### src/hdl/pmc_pkg.sv
// Package with register map, field positions and timing counts for the power-mode clock control.
package pmc_pkg;
  localparam logic [7:0] ADDR_UNLOCK_KEY = 8'hC7;
  localparam logic [7:0] ADDR_POWER_CONTROL = 8'h87;
  localparam logic [7:0] ADDR_RING_OSC_CONTROL = 8'h85;
  localparam logic [7:0] ADDR_POWER_MGMT = 8'hC4;
  localparam logic [7:0] ADDR_WATCHDOG_CONTROL = 8'hD8;
  localparam logic [7:0] ADDR_PROG_MEM_SIZE = 8'hC2;
  localparam logic [7:0] KEY_FIRST = 8'hAA;
  localparam logic [7:0] KEY_SECOND = 8'h55;
  localparam int BIT_IDLE = 0;
  localparam int BIT_STOP = 1;
  localparam int BIT_BANDGAP = 0;
  localparam int BIT_RING_SELECT = 1;
  localparam int BIT_RING_ACTIVE = 2;
  localparam int BIT_STROBE_SUPPRESS = 2;
  localparam logic [7:0] WDOG_PROTECT_MASK = 8'h4B;
  localparam logic [7:0] PMS_PROTECT_MASK = 8'h07;
  localparam logic [7:0] RESET_BYTE = 8'h00;
  localparam logic [1:0] UNLOCK_WINDOW_CYCLES = 2'h3;
  localparam int CRYSTAL_HANDOVER_CLOCKS = 65536;
  localparam int CLK_PERIOD_PS = 8000;
  localparam int RING_RESUME_MAX_PS = 100000;
  localparam int RING_RESUME_CYCLES = RING_RESUME_MAX_PS / CLK_PERIOD_PS;
  typedef enum logic [1:0] {
    PMC_RUN,
    PMC_IDLE,
    PMC_STOP
  } pmc_mode_t;
endpackage : pmc_pkg

### src/hdl/pmc_power_clock.sv
// Power-mode, clock-source, unlock and strobe-suppress control logic.
`timescale 1ns/10ps
// What this block does
// RULE1: Power control bit 0 enters idle.
// RULE2: Any interrupt or reset leaves idle.
// RULE3: Power control bit 1 enters stop.
// RULE4: Only external interrupt, reset or a kept-reference power-fail leaves stop.
// RULE5: Band-gap keep-on bit powers reference in stop.
// RULE6: Kept reference lets power-fail wake stop.
// RULE7: Keep-on bit ignored outside stop.
// RULE8: Ring select starts from ring after stop.
// RULE9: Switch to crystal after 65536 crystal clocks.
// RULE10: Ring active flag shows ring supplies clock.
// RULE11: Ring restart resumes under 100 ns.
// RULE12: AA then 55 opens three-cycle window.
// RULE13: Protected writes ignored without unlock.
// RULE14: Protect watchdog, band-gap, memory-size bits.
// RULE15: Strobe suppress keeps strobe off on-chip.
// RULE16: Wake clears idle and stop requests.
module pmc_power_clock (
  input wire logic sys_clk,
  input wire logic rst_n,
  input wire logic [7:0] regAddr,
  input wire logic [7:0] regWrData,
  input wire logic regWrite,
  input wire logic regRead,
  output logic [7:0] regRdData,
  input wire logic anyInterrupt,
  input wire logic externalInterrupt,
  input wire logic powerFailInterrupt,
  input wire logic powerFailReset,
  input wire logic crystalClockTick,
  input wire logic busCycle,
  input wire logic externalDataMove,
  output logic cpuHalt,
  output logic clocksHalted,
  output logic bandgapEnable,
  output logic ringClockSelect,
  output logic addressStrobeEnable,
  output logic [7:0] watchdogControl,
  output logic [2:0] programMemorySize
);
  import pmc_pkg::*;

  pmc_mode_t modeReg, modeNext;
  logic [7:0] powerControlReg;
  logic bandgapKeepOnReg, ringStartSelectReg, ringActiveReg, strobeSuppressReg;
  logic [7:0] watchdogControlReg;
  logic [2:0] programMemorySizeReg;
  logic keyFirstSeenReg;
  logic [1:0] unlockCountReg;
  logic [16:0] handoverCountReg;
  logic unlockOpen, wakeStop, wakeIdle, protWrite;

  // The window is open for a fixed number of cycles after the second key byte.
  assign unlockOpen = (unlockCountReg != 2'h0); // [RULE12]
  // A write inside the window spends it, so only one protected change is allowed.
  assign protWrite = regWrite && unlockOpen; // [RULE13]
  // Stop wakes only from pins or, with reference kept on, from power-fail events.
  assign wakeStop = externalInterrupt // [RULE4]
      || (bandgapKeepOnReg && (powerFailInterrupt || powerFailReset)); // [RULE6]
  assign wakeIdle = anyInterrupt; // [RULE2]

  // Next mode follows the power control requests and the wake events.
  always_comb begin
    modeNext = modeReg;
    unique case (modeReg)
      PMC_RUN: begin
        if (regWrite && regAddr == ADDR_POWER_CONTROL && regWrData[BIT_STOP]) begin
          modeNext = PMC_STOP; // [RULE3]
        end else if (regWrite && regAddr == ADDR_POWER_CONTROL && regWrData[BIT_IDLE]) begin
          modeNext = PMC_IDLE; // [RULE1]
        end
      end
      PMC_IDLE: if (wakeIdle) modeNext = PMC_RUN; // [RULE2]
      PMC_STOP: if (wakeStop) modeNext = PMC_RUN; // [RULE4]
      default: modeNext = PMC_RUN;
    endcase
  end

  // Mode register; reset always returns to run.
  always_ff @(posedge sys_clk) begin
    if (!rst_n) modeReg <= PMC_RUN;
    else modeReg <= modeNext;
  end

  // Power control bits hold the request and are cleared by hardware on wake.
  always_ff @(posedge sys_clk) begin
    if (!rst_n) begin
      powerControlReg <= RESET_BYTE;
    end else if (modeReg != PMC_RUN && modeNext == PMC_RUN) begin
      powerControlReg[BIT_IDLE] <= 1'b0; // [RULE16]
      powerControlReg[BIT_STOP] <= 1'b0; // [RULE16]
    end else if (regWrite && regAddr == ADDR_POWER_CONTROL) begin
      powerControlReg <= regWrData;
    end
  end

  // Unlock sequencer: first key arms, second key opens the window.
  always_ff @(posedge sys_clk) begin
    if (!rst_n) begin
      keyFirstSeenReg <= 1'b0;
      unlockCountReg <= 2'h0;
    end else if (regWrite && regAddr == ADDR_UNLOCK_KEY) begin
      keyFirstSeenReg <= (regWrData == KEY_FIRST);
      if (keyFirstSeenReg && regWrData == KEY_SECOND) begin
        unlockCountReg <= UNLOCK_WINDOW_CYCLES; // [RULE12]
      end else begin
        unlockCountReg <= 2'h0;
      end
    end else begin
      if (regWrite) keyFirstSeenReg <= 1'b0;
      if (protWrite) unlockCountReg <= 2'h0;
      else if (unlockOpen) unlockCountReg <= unlockCountReg - 2'h1;
    end
  end

  // Ring control: select bit free, keep-on bit protected.
  always_ff @(posedge sys_clk) begin
    if (!rst_n) begin
      bandgapKeepOnReg <= 1'b0; // [RULE5]
      ringStartSelectReg <= 1'b0;
    end else if (regWrite && regAddr == ADDR_RING_OSC_CONTROL) begin
      ringStartSelectReg <= regWrData[BIT_RING_SELECT]; // [RULE8]
      if (unlockOpen) bandgapKeepOnReg <= regWrData[BIT_BANDGAP]; // [RULE14]
    end
  end

  // Protected watchdog and memory-size bits; unprotected bits write freely.
  always_ff @(posedge sys_clk) begin
    if (!rst_n) begin
      watchdogControlReg <= RESET_BYTE;
      programMemorySizeReg <= 3'h0;
    end else if (regWrite && regAddr == ADDR_WATCHDOG_CONTROL) begin
      watchdogControlReg <= unlockOpen ? regWrData // [RULE14]
          : ((watchdogControlReg & WDOG_PROTECT_MASK) | (regWrData & ~WDOG_PROTECT_MASK));
    end else if (regWrite && regAddr == ADDR_PROG_MEM_SIZE && unlockOpen) begin
      programMemorySizeReg <= regWrData[2:0]; // [RULE14]
    end
  end

  // Strobe suppress control.
  always_ff @(posedge sys_clk) begin
    if (!rst_n) strobeSuppressReg <= 1'b0;
    else if (regWrite && regAddr == ADDR_POWER_MGMT) begin
      strobeSuppressReg <= regWrData[BIT_STROBE_SUPPRESS];
    end
  end

  // Ring start on stop exit, then handover after the crystal interval.
  always_ff @(posedge sys_clk) begin
    if (!rst_n) begin
      ringActiveReg <= 1'b0;
      handoverCountReg <= 17'h00000;
    end else if (modeReg == PMC_STOP && wakeStop) begin
      ringActiveReg <= ringStartSelectReg; // [RULE8] [RULE11]
      handoverCountReg <= 17'h00000;
    end else if (ringActiveReg && crystalClockTick) begin
      if (handoverCountReg == 17'(CRYSTAL_HANDOVER_CLOCKS - 1)) begin
        ringActiveReg <= 1'b0; // [RULE9]
      end
      handoverCountReg <= handoverCountReg + 17'h00001;
    end
  end

  // Register read port, data one cycle after the strobe.
  always_ff @(posedge sys_clk) begin
    if (!rst_n) regRdData <= RESET_BYTE;
    else if (regRead) begin
      unique case (regAddr)
        ADDR_POWER_CONTROL: regRdData <= powerControlReg;
        ADDR_RING_OSC_CONTROL: regRdData <= {5'h00, ringActiveReg, // [RULE10]
            ringStartSelectReg, bandgapKeepOnReg};
        ADDR_POWER_MGMT: regRdData <= {5'h00, strobeSuppressReg, 2'h0};
        ADDR_WATCHDOG_CONTROL: regRdData <= watchdogControlReg;
        ADDR_PROG_MEM_SIZE: regRdData <= {5'h00, programMemorySizeReg};
        default: regRdData <= RESET_BYTE;
      endcase
    end else regRdData <= RESET_BYTE;
  end

  // Output decode.
  assign cpuHalt = (modeReg != PMC_RUN); // [RULE1] [RULE3]
  assign clocksHalted = (modeReg == PMC_STOP); // [RULE3]
  assign bandgapEnable = (modeReg != PMC_STOP) || bandgapKeepOnReg; // [RULE5] [RULE7]
  assign ringClockSelect = ringActiveReg; // [RULE10]
  assign addressStrobeEnable = busCycle && (!strobeSuppressReg || externalDataMove); // [RULE15]
  assign watchdogControl = watchdogControlReg;
  assign programMemorySize = programMemorySizeReg;

  AST_IDLE_ENTRY: assert property (@(posedge sys_clk) disable iff (!rst_n) // [RULE1]
    (modeReg == PMC_RUN && regWrite && regAddr == ADDR_POWER_CONTROL
     && regWrData == 8'h01) |=> cpuHalt && !clocksHalted)
    else $error("Idle not entered.");
  AST_IDLE_EXIT: assert property (@(posedge sys_clk) disable iff (!rst_n) // [RULE2]
    (modeReg == PMC_IDLE && anyInterrupt) |=> !cpuHalt)
    else $error("Idle not left on interrupt.");
  AST_STOP_HOLD: assert property (@(posedge sys_clk) disable iff (!rst_n) // [RULE4]
    (modeReg == PMC_STOP && !externalInterrupt && !powerFailInterrupt && !powerFailReset)
    |=> clocksHalted)
    else $error("Stop left without wake source.");
  AST_BG_WAKE: assert property (@(posedge sys_clk) disable iff (!rst_n) // [RULE6]
    (modeReg == PMC_STOP && bandgapKeepOnReg && powerFailInterrupt) |=> !clocksHalted)
    else $error("Power-fail did not wake stop.");
  AST_BG_RUN: assert property (@(posedge sys_clk) disable iff (!rst_n) // [RULE7]
    !clocksHalted |-> bandgapEnable)
    else $error("Reference off outside stop.");
  AST_RING_START: assert property (@(posedge sys_clk) disable iff (!rst_n) // [RULE11]
    (modeReg == PMC_STOP && externalInterrupt && ringStartSelectReg)
    |=> ringClockSelect && !cpuHalt)
    else $error("Ring restart not immediate.");
  AST_PROTECT: assert property (@(posedge sys_clk) disable iff (!rst_n) // [RULE13]
    (regWrite && regAddr == ADDR_RING_OSC_CONTROL && !unlockOpen)
    |=> $stable(bandgapKeepOnReg))
    else $error("Protected bit changed while locked.");
  AST_UNLOCK: assert property (@(posedge sys_clk) disable iff (!rst_n) // [RULE12]
    (regWrite && regAddr == ADDR_UNLOCK_KEY && regWrData == KEY_FIRST)
    ##1 (regWrite && regAddr == ADDR_UNLOCK_KEY && regWrData == KEY_SECOND)
    |=> unlockOpen)
    else $error("Unlock window not opened.");
  AST_WAKE_CLEAR: assert property (@(posedge sys_clk) disable iff (!rst_n) // [RULE16]
    (modeReg == PMC_STOP && wakeStop) |=> powerControlReg[BIT_STOP] == 1'b0)
    else $error("Stop request not cleared on wake.");
  AST_STROBE: assert property (@(posedge sys_clk) disable iff (!rst_n) // [RULE15]
    (strobeSuppressReg && !externalDataMove) |-> !addressStrobeEnable)
    else $error("Strobe active on-chip while suppressed.");

  // A stop request from run must halt every clock on the next cycle.
  AST_STOP_ENTRY: assert property (@(posedge sys_clk) disable iff (!rst_n) // [RULE3]
    (modeReg == PMC_RUN && regWrite && regAddr == ADDR_POWER_CONTROL
     && regWrData[BIT_STOP]) |=> clocksHalted)
    else $error("Stop not entered.");

  // An interrupt that only wakes idle must leave stop untouched.
  AST_STOP_NO_IDLE_WAKE: assert property (@(posedge sys_clk) disable iff (!rst_n) // [RULE4]
    (modeReg == PMC_STOP && anyInterrupt && !wakeStop) |=> clocksHalted)
    else $error("Internal interrupt woke stop.");

  // With the reference switched off, power-fail events must not wake stop.
  AST_BG_OFF_WAKE: assert property (@(posedge sys_clk) disable iff (!rst_n) // [RULE6]
    (modeReg == PMC_STOP && !bandgapKeepOnReg && !externalInterrupt)
    |=> clocksHalted)
    else $error("Stop left with reference off.");

  // In stop the reference follows the keep-on bit.
  AST_BG_STOP_OFF: assert property (@(posedge sys_clk) disable iff (!rst_n) // [RULE5]
    (clocksHalted && !bandgapKeepOnReg) |-> !bandgapEnable)
    else $error("Reference on in stop without keep-on.");

  // Without the ring selected, the restart waits on the crystal.
  AST_RING_SKIP: assert property (@(posedge sys_clk) disable iff (!rst_n) // [RULE8]
    (modeReg == PMC_STOP && wakeStop && !ringStartSelectReg) |=> !ringClockSelect)
    else $error("Ring used although not selected.");

  // The last crystal tick of the interval hands the clock back.
  AST_HANDOVER: assert property (@(posedge sys_clk) disable iff (!rst_n) // [RULE9]
    (ringActiveReg && crystalClockTick && !(modeReg == PMC_STOP && wakeStop)
     && handoverCountReg == 17'(CRYSTAL_HANDOVER_CLOCKS - 1)) |=> !ringClockSelect)
    else $error("Crystal handover missed.");

  // A read of the ring control register shows the ring flag as it stood.
  AST_RING_FLAG: assert property (@(posedge sys_clk) disable iff (!rst_n) // [RULE10]
    (regRead && regAddr == ADDR_RING_OSC_CONTROL)
    |=> regRdData[BIT_RING_ACTIVE] == $past(ringActiveReg))
    else $error("Ring flag read wrong.");

  // A protected write other than a key byte closes the window.
  AST_WINDOW_SPENT: assert property (@(posedge sys_clk) disable iff (!rst_n) // [RULE13]
    (protWrite && regAddr != ADDR_UNLOCK_KEY) |=> !unlockOpen)
    else $error("Window not spent by protected write.");

  // Locked writes must keep the protected watchdog bits.
  AST_WDOG_LOCK: assert property (@(posedge sys_clk) disable iff (!rst_n) // [RULE14]
    (regWrite && regAddr == ADDR_WATCHDOG_CONTROL && !unlockOpen)
    |=> (watchdogControlReg & WDOG_PROTECT_MASK)
        == ($past(watchdogControlReg) & WDOG_PROTECT_MASK))
    else $error("Protected watchdog bit changed while locked.");

  // Locked writes must keep the memory-size select.
  AST_PMS_LOCK: assert property (@(posedge sys_clk) disable iff (!rst_n) // [RULE14]
    (regWrite && regAddr == ADDR_PROG_MEM_SIZE && !unlockOpen)
    |=> $stable(programMemorySizeReg))
    else $error("Memory size changed while locked.");

  // Leaving idle clears the idle request bit.
  AST_IDLE_CLEAR: assert property (@(posedge sys_clk) disable iff (!rst_n) // [RULE16]
    (modeReg == PMC_IDLE && wakeIdle) |=> powerControlReg[BIT_IDLE] == 1'b0)
    else $error("Idle request not cleared on wake.");

  COV_STOP_RING: cover property (@(posedge sys_clk) disable iff (!rst_n)
    modeReg == PMC_STOP ##1 ringActiveReg);

  COV_WDOG: cover property (@(posedge sys_clk) disable iff (!rst_n)
    protWrite && regAddr == ADDR_WATCHDOG_CONTROL);

  COV_IDLE: cover property (@(posedge sys_clk) disable iff (!rst_n)
    modeReg == PMC_IDLE ##1 modeReg == PMC_RUN);
  COV_RING: cover property (@(posedge sys_clk) disable iff (!rst_n)
    ringActiveReg ##1 !ringActiveReg);
  COV_PROT: cover property (@(posedge sys_clk) disable iff (!rst_n)
    protWrite && regAddr == ADDR_RING_OSC_CONTROL);
endmodule // pmc_power_clock

### config.mk
export PLATFORM = sky130hd
export DESIGN_NAME = pmc_power_clock
export DESIGN_NICKNAME = d
export VERILOG_FILES = /design/src/hdl/pmc_pkg.sv /design/src/hdl/pmc_power_clock.sv
export SDC_FILE = /design/constraint.sdc
export NUM_CORES = 1
export LEC_CHECK = 0
export CAP_MARGIN = 30
export CORE_MARGIN = 5
export CORE_UTILIZATION = 55
export CTS_CLUSTER_DIAMETER = 40
export DETAILED_ROUTE_END_ITERATION = 10
export DONT_BUFFER_PORTS = 1
export GPL_ROUTABILITY_DRIVEN = 0
export PLACE_DENSITY = 0.7
export RECOVER_POWER = 50
export SLEW_MARGIN = 5
export SYNTH_ARGS = -nofsm -noshare
export SYNTH_HDL_FRONTEND = slang
export SYNTH_SLANG_ARGS = --single-unit
### constraint.sdc
create_clock -name sys_clk -period 1.85 [get_ports sys_clk]
set_clock_uncertainty 0.15 [all_clocks]
set_input_delay 0.185 -clock sys_clk [delete_from_list [all_inputs] [get_ports sys_clk]]
set_output_delay 0.185 -clock sys_clk [all_outputs]
set_load 0.02 [all_outputs]
-- After elaboration in Yosys (flattened, before gate mapping)
Index checks and enable logic that the tools add are counted.
- register bits: 53
- output and inout bits: 24
- logic and storage cells: 83
- add/subtract/negate cells: 2
- equal/unequal tests: 12
- mux-type cells: 16
- bitwise operators: 4
- reduce and logical (&&, ||, !) cells: 36
- operator list (cell ; number):
    8-bit == test (second input constant) ; 7
    8-bit case mux with 5 select lines ; 1
    17-bit by 1-bit adder with 17-bit output (second input constant) ; 1
    17-bit by 16-bit == test with 1-bit output (second input constant) ; 1
    1-bit logical AND ; 16
    2-bit two-way mux ; 8
    2-bit AND reduction ; 5
    2-bit nonzero test ; 5
    8-bit by 7-bit == test with 1-bit output (second input constant) ; 1
    8-bit two-way mux ; 1
    7-bit by 8-bit OR with 8-bit output ; 1
    2-bit case mux with 3 select lines ; 1
    1-bit two-way mux ; 5
    2-bit zero test ; 2
    1-bit logical OR ; 4
    2-bit OR reduction ; 2
    1-bit inverter ; 3
    3-bit nonzero test ; 1
    2-bit by 1-bit == test with 1-bit output (second input constant) ; 1
    2-bit == test (second input constant) ; 1
    2-bit inequality test (second input constant) ; 1
    2-bit by 1-bit subtractor with 2-bit output (second input constant) ; 1
    1-bit zero test ; 1

-- Longest topological paths before layout
- depth after elaboration: 10
- gate-level depth with buffers: 7
- depth with buffers taken out: 7

-- Worst setup path before layout
No wires, ideal clock.
- path type: register to register
- from: reg modeReg[1]
- to: reg handoverCountReg[0]
- setup time: 0.128 ns
- arrival time: 1.543 ns
- setup slack: 0.030 ns
- cell stages (with the launch flop): 6
- buffers on the path: 1
- clock period less this slack: 1.820 ns
- cell sequence: dfxtp_1 > nor2b_1 > o21ai_0 > nand2_2 > buf_1 > nor2_1
- cells in the longest elaborated chain, start to end: 3
- ends and longest elaborated chain (element ; line ; source):
    from (decl) ; pmc_power_clock.sv:45 ; pmc_mode_t modeReg, modeNext;
    from (signal assigned) ; pmc_power_clock.sv:84 ; else modeReg <= modeNext;
    2-bit == test ; -- ;
    via clocksHalted ; pmc_power_clock.sv:36 ; output logic clocksHalted,
    1-bit logical AND ; pmc_power_clock.sv:155 ; end else if (modeReg == PMC_STOP && wakeStop) begin
    2-bit OR reduction (no line) ; -- ;
    to (signal assigned) ; pmc_power_clock.sv:162 ; handoverCountReg <= handoverCountReg + 17'h00001;
    to (decl) ; pmc_power_clock.sv:52 ; logic [16:0] handoverCountReg;
The timed path passes the listed nets, and every way through them passes these cells.
A chain may end at the register's enable or synchronous reset.

-- Worst setup path after layout
- from: reg handoverCountReg[1]
- to: reg handoverCountReg[12]
- cells in the longest elaborated chain, start to end: 1
- ends and longest elaborated chain (element ; line):
    17-bit by 1-bit adder with 17-bit output ; pmc_power_clock.sv:162
No other way between the ends.

==> impl_metrics.toml <==
[setup_path]
crit_type = "register to register"
critPathMaxStageDelay_ps = 430
cp_max_fo = 5
worstPathArrival_ps = 1880
end_kind = "register"
critPathSlowestCell = "or3_4"
required_ps = 1930
crit_chain = "ha_2 > nand2_1 > or3_4 > or4_4 > a21oi_2"
startpoint_type = "register"

[floorplan]
row_count = 24
die_area_um2 = 6046
dieHeight_um = 77.76
core_area_um2 = 4414
initial_core_util_pct = 57.20
io_pins = 51
die_w_um = 77.76

[layout]
final_area_um2 = 2918
area_growth_syn_to_layout_pct = 15.56
stdcell_count = 353
fin_util_pct = 66.10
final_nets = 330
drive_gt1_share_pct = 11.00

[synthesis]
synth_top_cell_by_area = "dfxtp_1"
ys_top_cells_by_area = "dfxtp_1, mux2i_1, nor2b_1"
synthArstFlopShare_pct = 0
synth-seq-cells = 53
ys_seq_area_share_pct = 42.02
ys.flop_type = "dfxtp_1"
syn-num-nets = 303
synth_top_area_share_pct = 42.02
syn-cell-area_um2 = 2525
yosys_warnings = 0
synth.avg_cell_area_um2 = 9.283
netlist_instances = 272
synth_edf_count = 0
yosysUniqueCellTypes = 54

[clocking]
cts_sinks = 53
cts_tree = "built"
cts_buffers = 5
clkTransAtPathRegs_ps = 90
ctsHtreeMaxLevel = 2
clockBufferDepth = 2
clk_latency_ps = 300
cts_root_buf = "clkbuf_8"

[sta]
fmax_ghz = 0.5568
fin_crit_ps = 1796
hold_viol = 0
timing.final.crit_share_pct = 97.08
worst_slew_pin_slew_ps = 1127
drv_slew = 0
setup_violations = 0
maxSlewHeadroom_pct = 24.86

[detailed_routing]
num_vias = 2132
first_iter_violations = 90
via_per_inst = 6.040
dr.pass1.iters = 4
wire_per_inst_um = 16.94
detail-route-antenna-nets = 0
route.detailed.drc = 0
wl_um = 5981

[power_and_ir_drop]
p_leak_nw = 1.060
p_clk_share_pct = 36.7
max-vdd-ir-drop_v = 0.0005539
cellInternalPower_mw = 1.694
p_sw_uw = 469.0
p_seq_share_pct = 54.0
swShare_pct = 21.68
pwr_density_cell_nw_per_um2 = 741.5
p_comb_share_pct = 9.4

[global_routing]
grt_usage_pct = 19.92
grt_overflow = 0
grt_pass1_vias = 2014
grt_max_degree = 33
grt_pass1_wl_um = 9722
antenna_found_initial = 1

[min_path]
worstHoldPathType = "primary input to register"

[flow_run]
max_cap_viol_count = 0

[placed_design]
io_buffers = 0
place_area_um2 = 2621
dp_cells = 325
hpwlAfterDp_um = 4147

[outcome]
status = "finished, final reports clean"
==> metal layers <==
layer	track usage (%)	up-vias	routed length, um
met4	6.701	0	113
met5	0	-	0
met1	27.37	991	2759
li1	-	1037	-
met2	28.63	88	2594
met3	7.523	16	513
==> area by class of cell <==
cell class,instances,area [um2]
Fill cell,362,1496
Multi-Input combinational cell,202,1399
Sequential cell,53,1064
Timing Repair Buffer,29,241.5
Clock buffer,7,86.33
Tap cell,52,65.06
Clock inverter,1,30.03
Inverter,8,30.03
Antenna cell,1,2.502
==> power groups by stage <==
stage,combinational [mW],clock (mW),sequential (mW)
6_report,0.202,0.794,1.17
2_1_floorplan,0.138,0,1.19
3_5_place_dp,0.154,0,1.19
4_1_cts,0.198,0.811,1.17
3_3_place_gp,0.147,0,1.19
5_1_grt,0.225,0.864,1.17
==> cells in the final DEF (no fill, tap or decap), types with 5 or more instances in the layout <==
master         count
a21oi_1           13
a22oi_1            5
buf_4              7
clkbuf_1           6
clkbuf_8           6
dfxtp_1           51
dlygate4sd3_1     17
inv_1              8
mux2i_1           22
nand2_1           27
nand3_1            9
nand4_1            6
nor2_1            17
nor2b_1           16
nor3_1             5
o21ai_0            6
xor2_1             6
==> registers in the layout, indices dropped and copies added, names as in the netlist <==
signal / flops
keyFirstSeenReg: 1
handoverCountReg: 17
watchdogControl: 8
ringClockSelect: 1
regRdData: 8
programMemorySize: 3
ringStartSelectReg: 1
strobeSuppressReg: 1
unlockCountReg: 2
bandgapKeepOnReg: 1
modeReg: 2
powerControlReg: 8
==> kinds of logic (layout without fill, tap and decap cells) <==
| group | after synthesis | count (layout) | share of synthesized area [%] |
|---|---|---|---|
| compound gates | 41 | 41 | 10.51 |
| fa+ha+maj | 4 | 4 | 1.982 |
| buf+inv | 17 | 45 | 2.924 |
| simple gates | 125 | 125 | 30.28 |
| xor+xnor | 9 | 9 | 3.122 |
| other cells | 0 | 1 | 0 |
| mux | 23 | 23 | 9.167 |
| flops | 53 | 53 | 42.02 |
==> stage by stage <==
stage          worst slack, ps  hold slack [ps]  total power, mW  setup TNS (ps)
2_1_floorplan            29.57            177.1            1.329               0
3_3_place_gp             119.7            158.3            1.339               0
3_5_place_dp             51.66            162.0            1.348               0
4_1_cts                  9.296            1.689            2.176               0
5_1_grt                 -13.76            12.70            2.261          -13.76
6_report                 54.00            8.374            2.164               0
==> Yosys cell counts (all sizes together) (2+ instances only) <==
cell and instances:
nor4bb 4, mux2i 22, or4bb 2, xor2 6, and4 2, nand2 28
nand4b 2, nand3 11, ha 4, nor4 3, dfxtp 53, and2 6
inv 8, a222oi 2, nor4b 2, nand4 7, or4 3, nor3 5
nor3b 2, o21a 2, or3 4, nor2b 17, a21boi 2, xnor2 3
clkbuf 6, buf 2, a22oi 5, nor2 17, and4bb 2, o31ai 3
o21ai 6, nand2b 4, a21oi 14
==> worst paths after layout <==
path                                         start                           endpoint  slack [ps]  depth (start not counted)
hold / removal                        regWrData[1]              modeReg[1]$_SDFF_PN0_           8                          3
setup reg to reg  handoverCountReg[1]$_SDFFE_PP0P_  handoverCountReg[12]$_SDFFE_PP0P_          50                          5
setup / recovery  handoverCountReg[1]$_SDFFE_PP0P_  handoverCountReg[12]$_SDFFE_PP0P_          50                          5
hold reg to reg              modeReg[1]$_SDFF_PN0_              modeReg[0]$_SDFF_PN0_         310                          1
==> what timing repair did <==
item / CTS / global route
resized for setup: 0 / 8
hold buffers: 18 / 0
endpoints found under the hold margin: 30 / 0
setup endpoints to repair: 0 / 13
setup buffers: 0 / 1
==> worst max-delay path: cells and delay by family, from the launching register on <==
family,cells,cell delay (ps)
adders and majority gates,1,170
DFF,1,350
AOI/OAI and AO/OA,1,130
and+or+nand+nor,3,940
No activity file was read; power rests on OpenSTA's default activity.
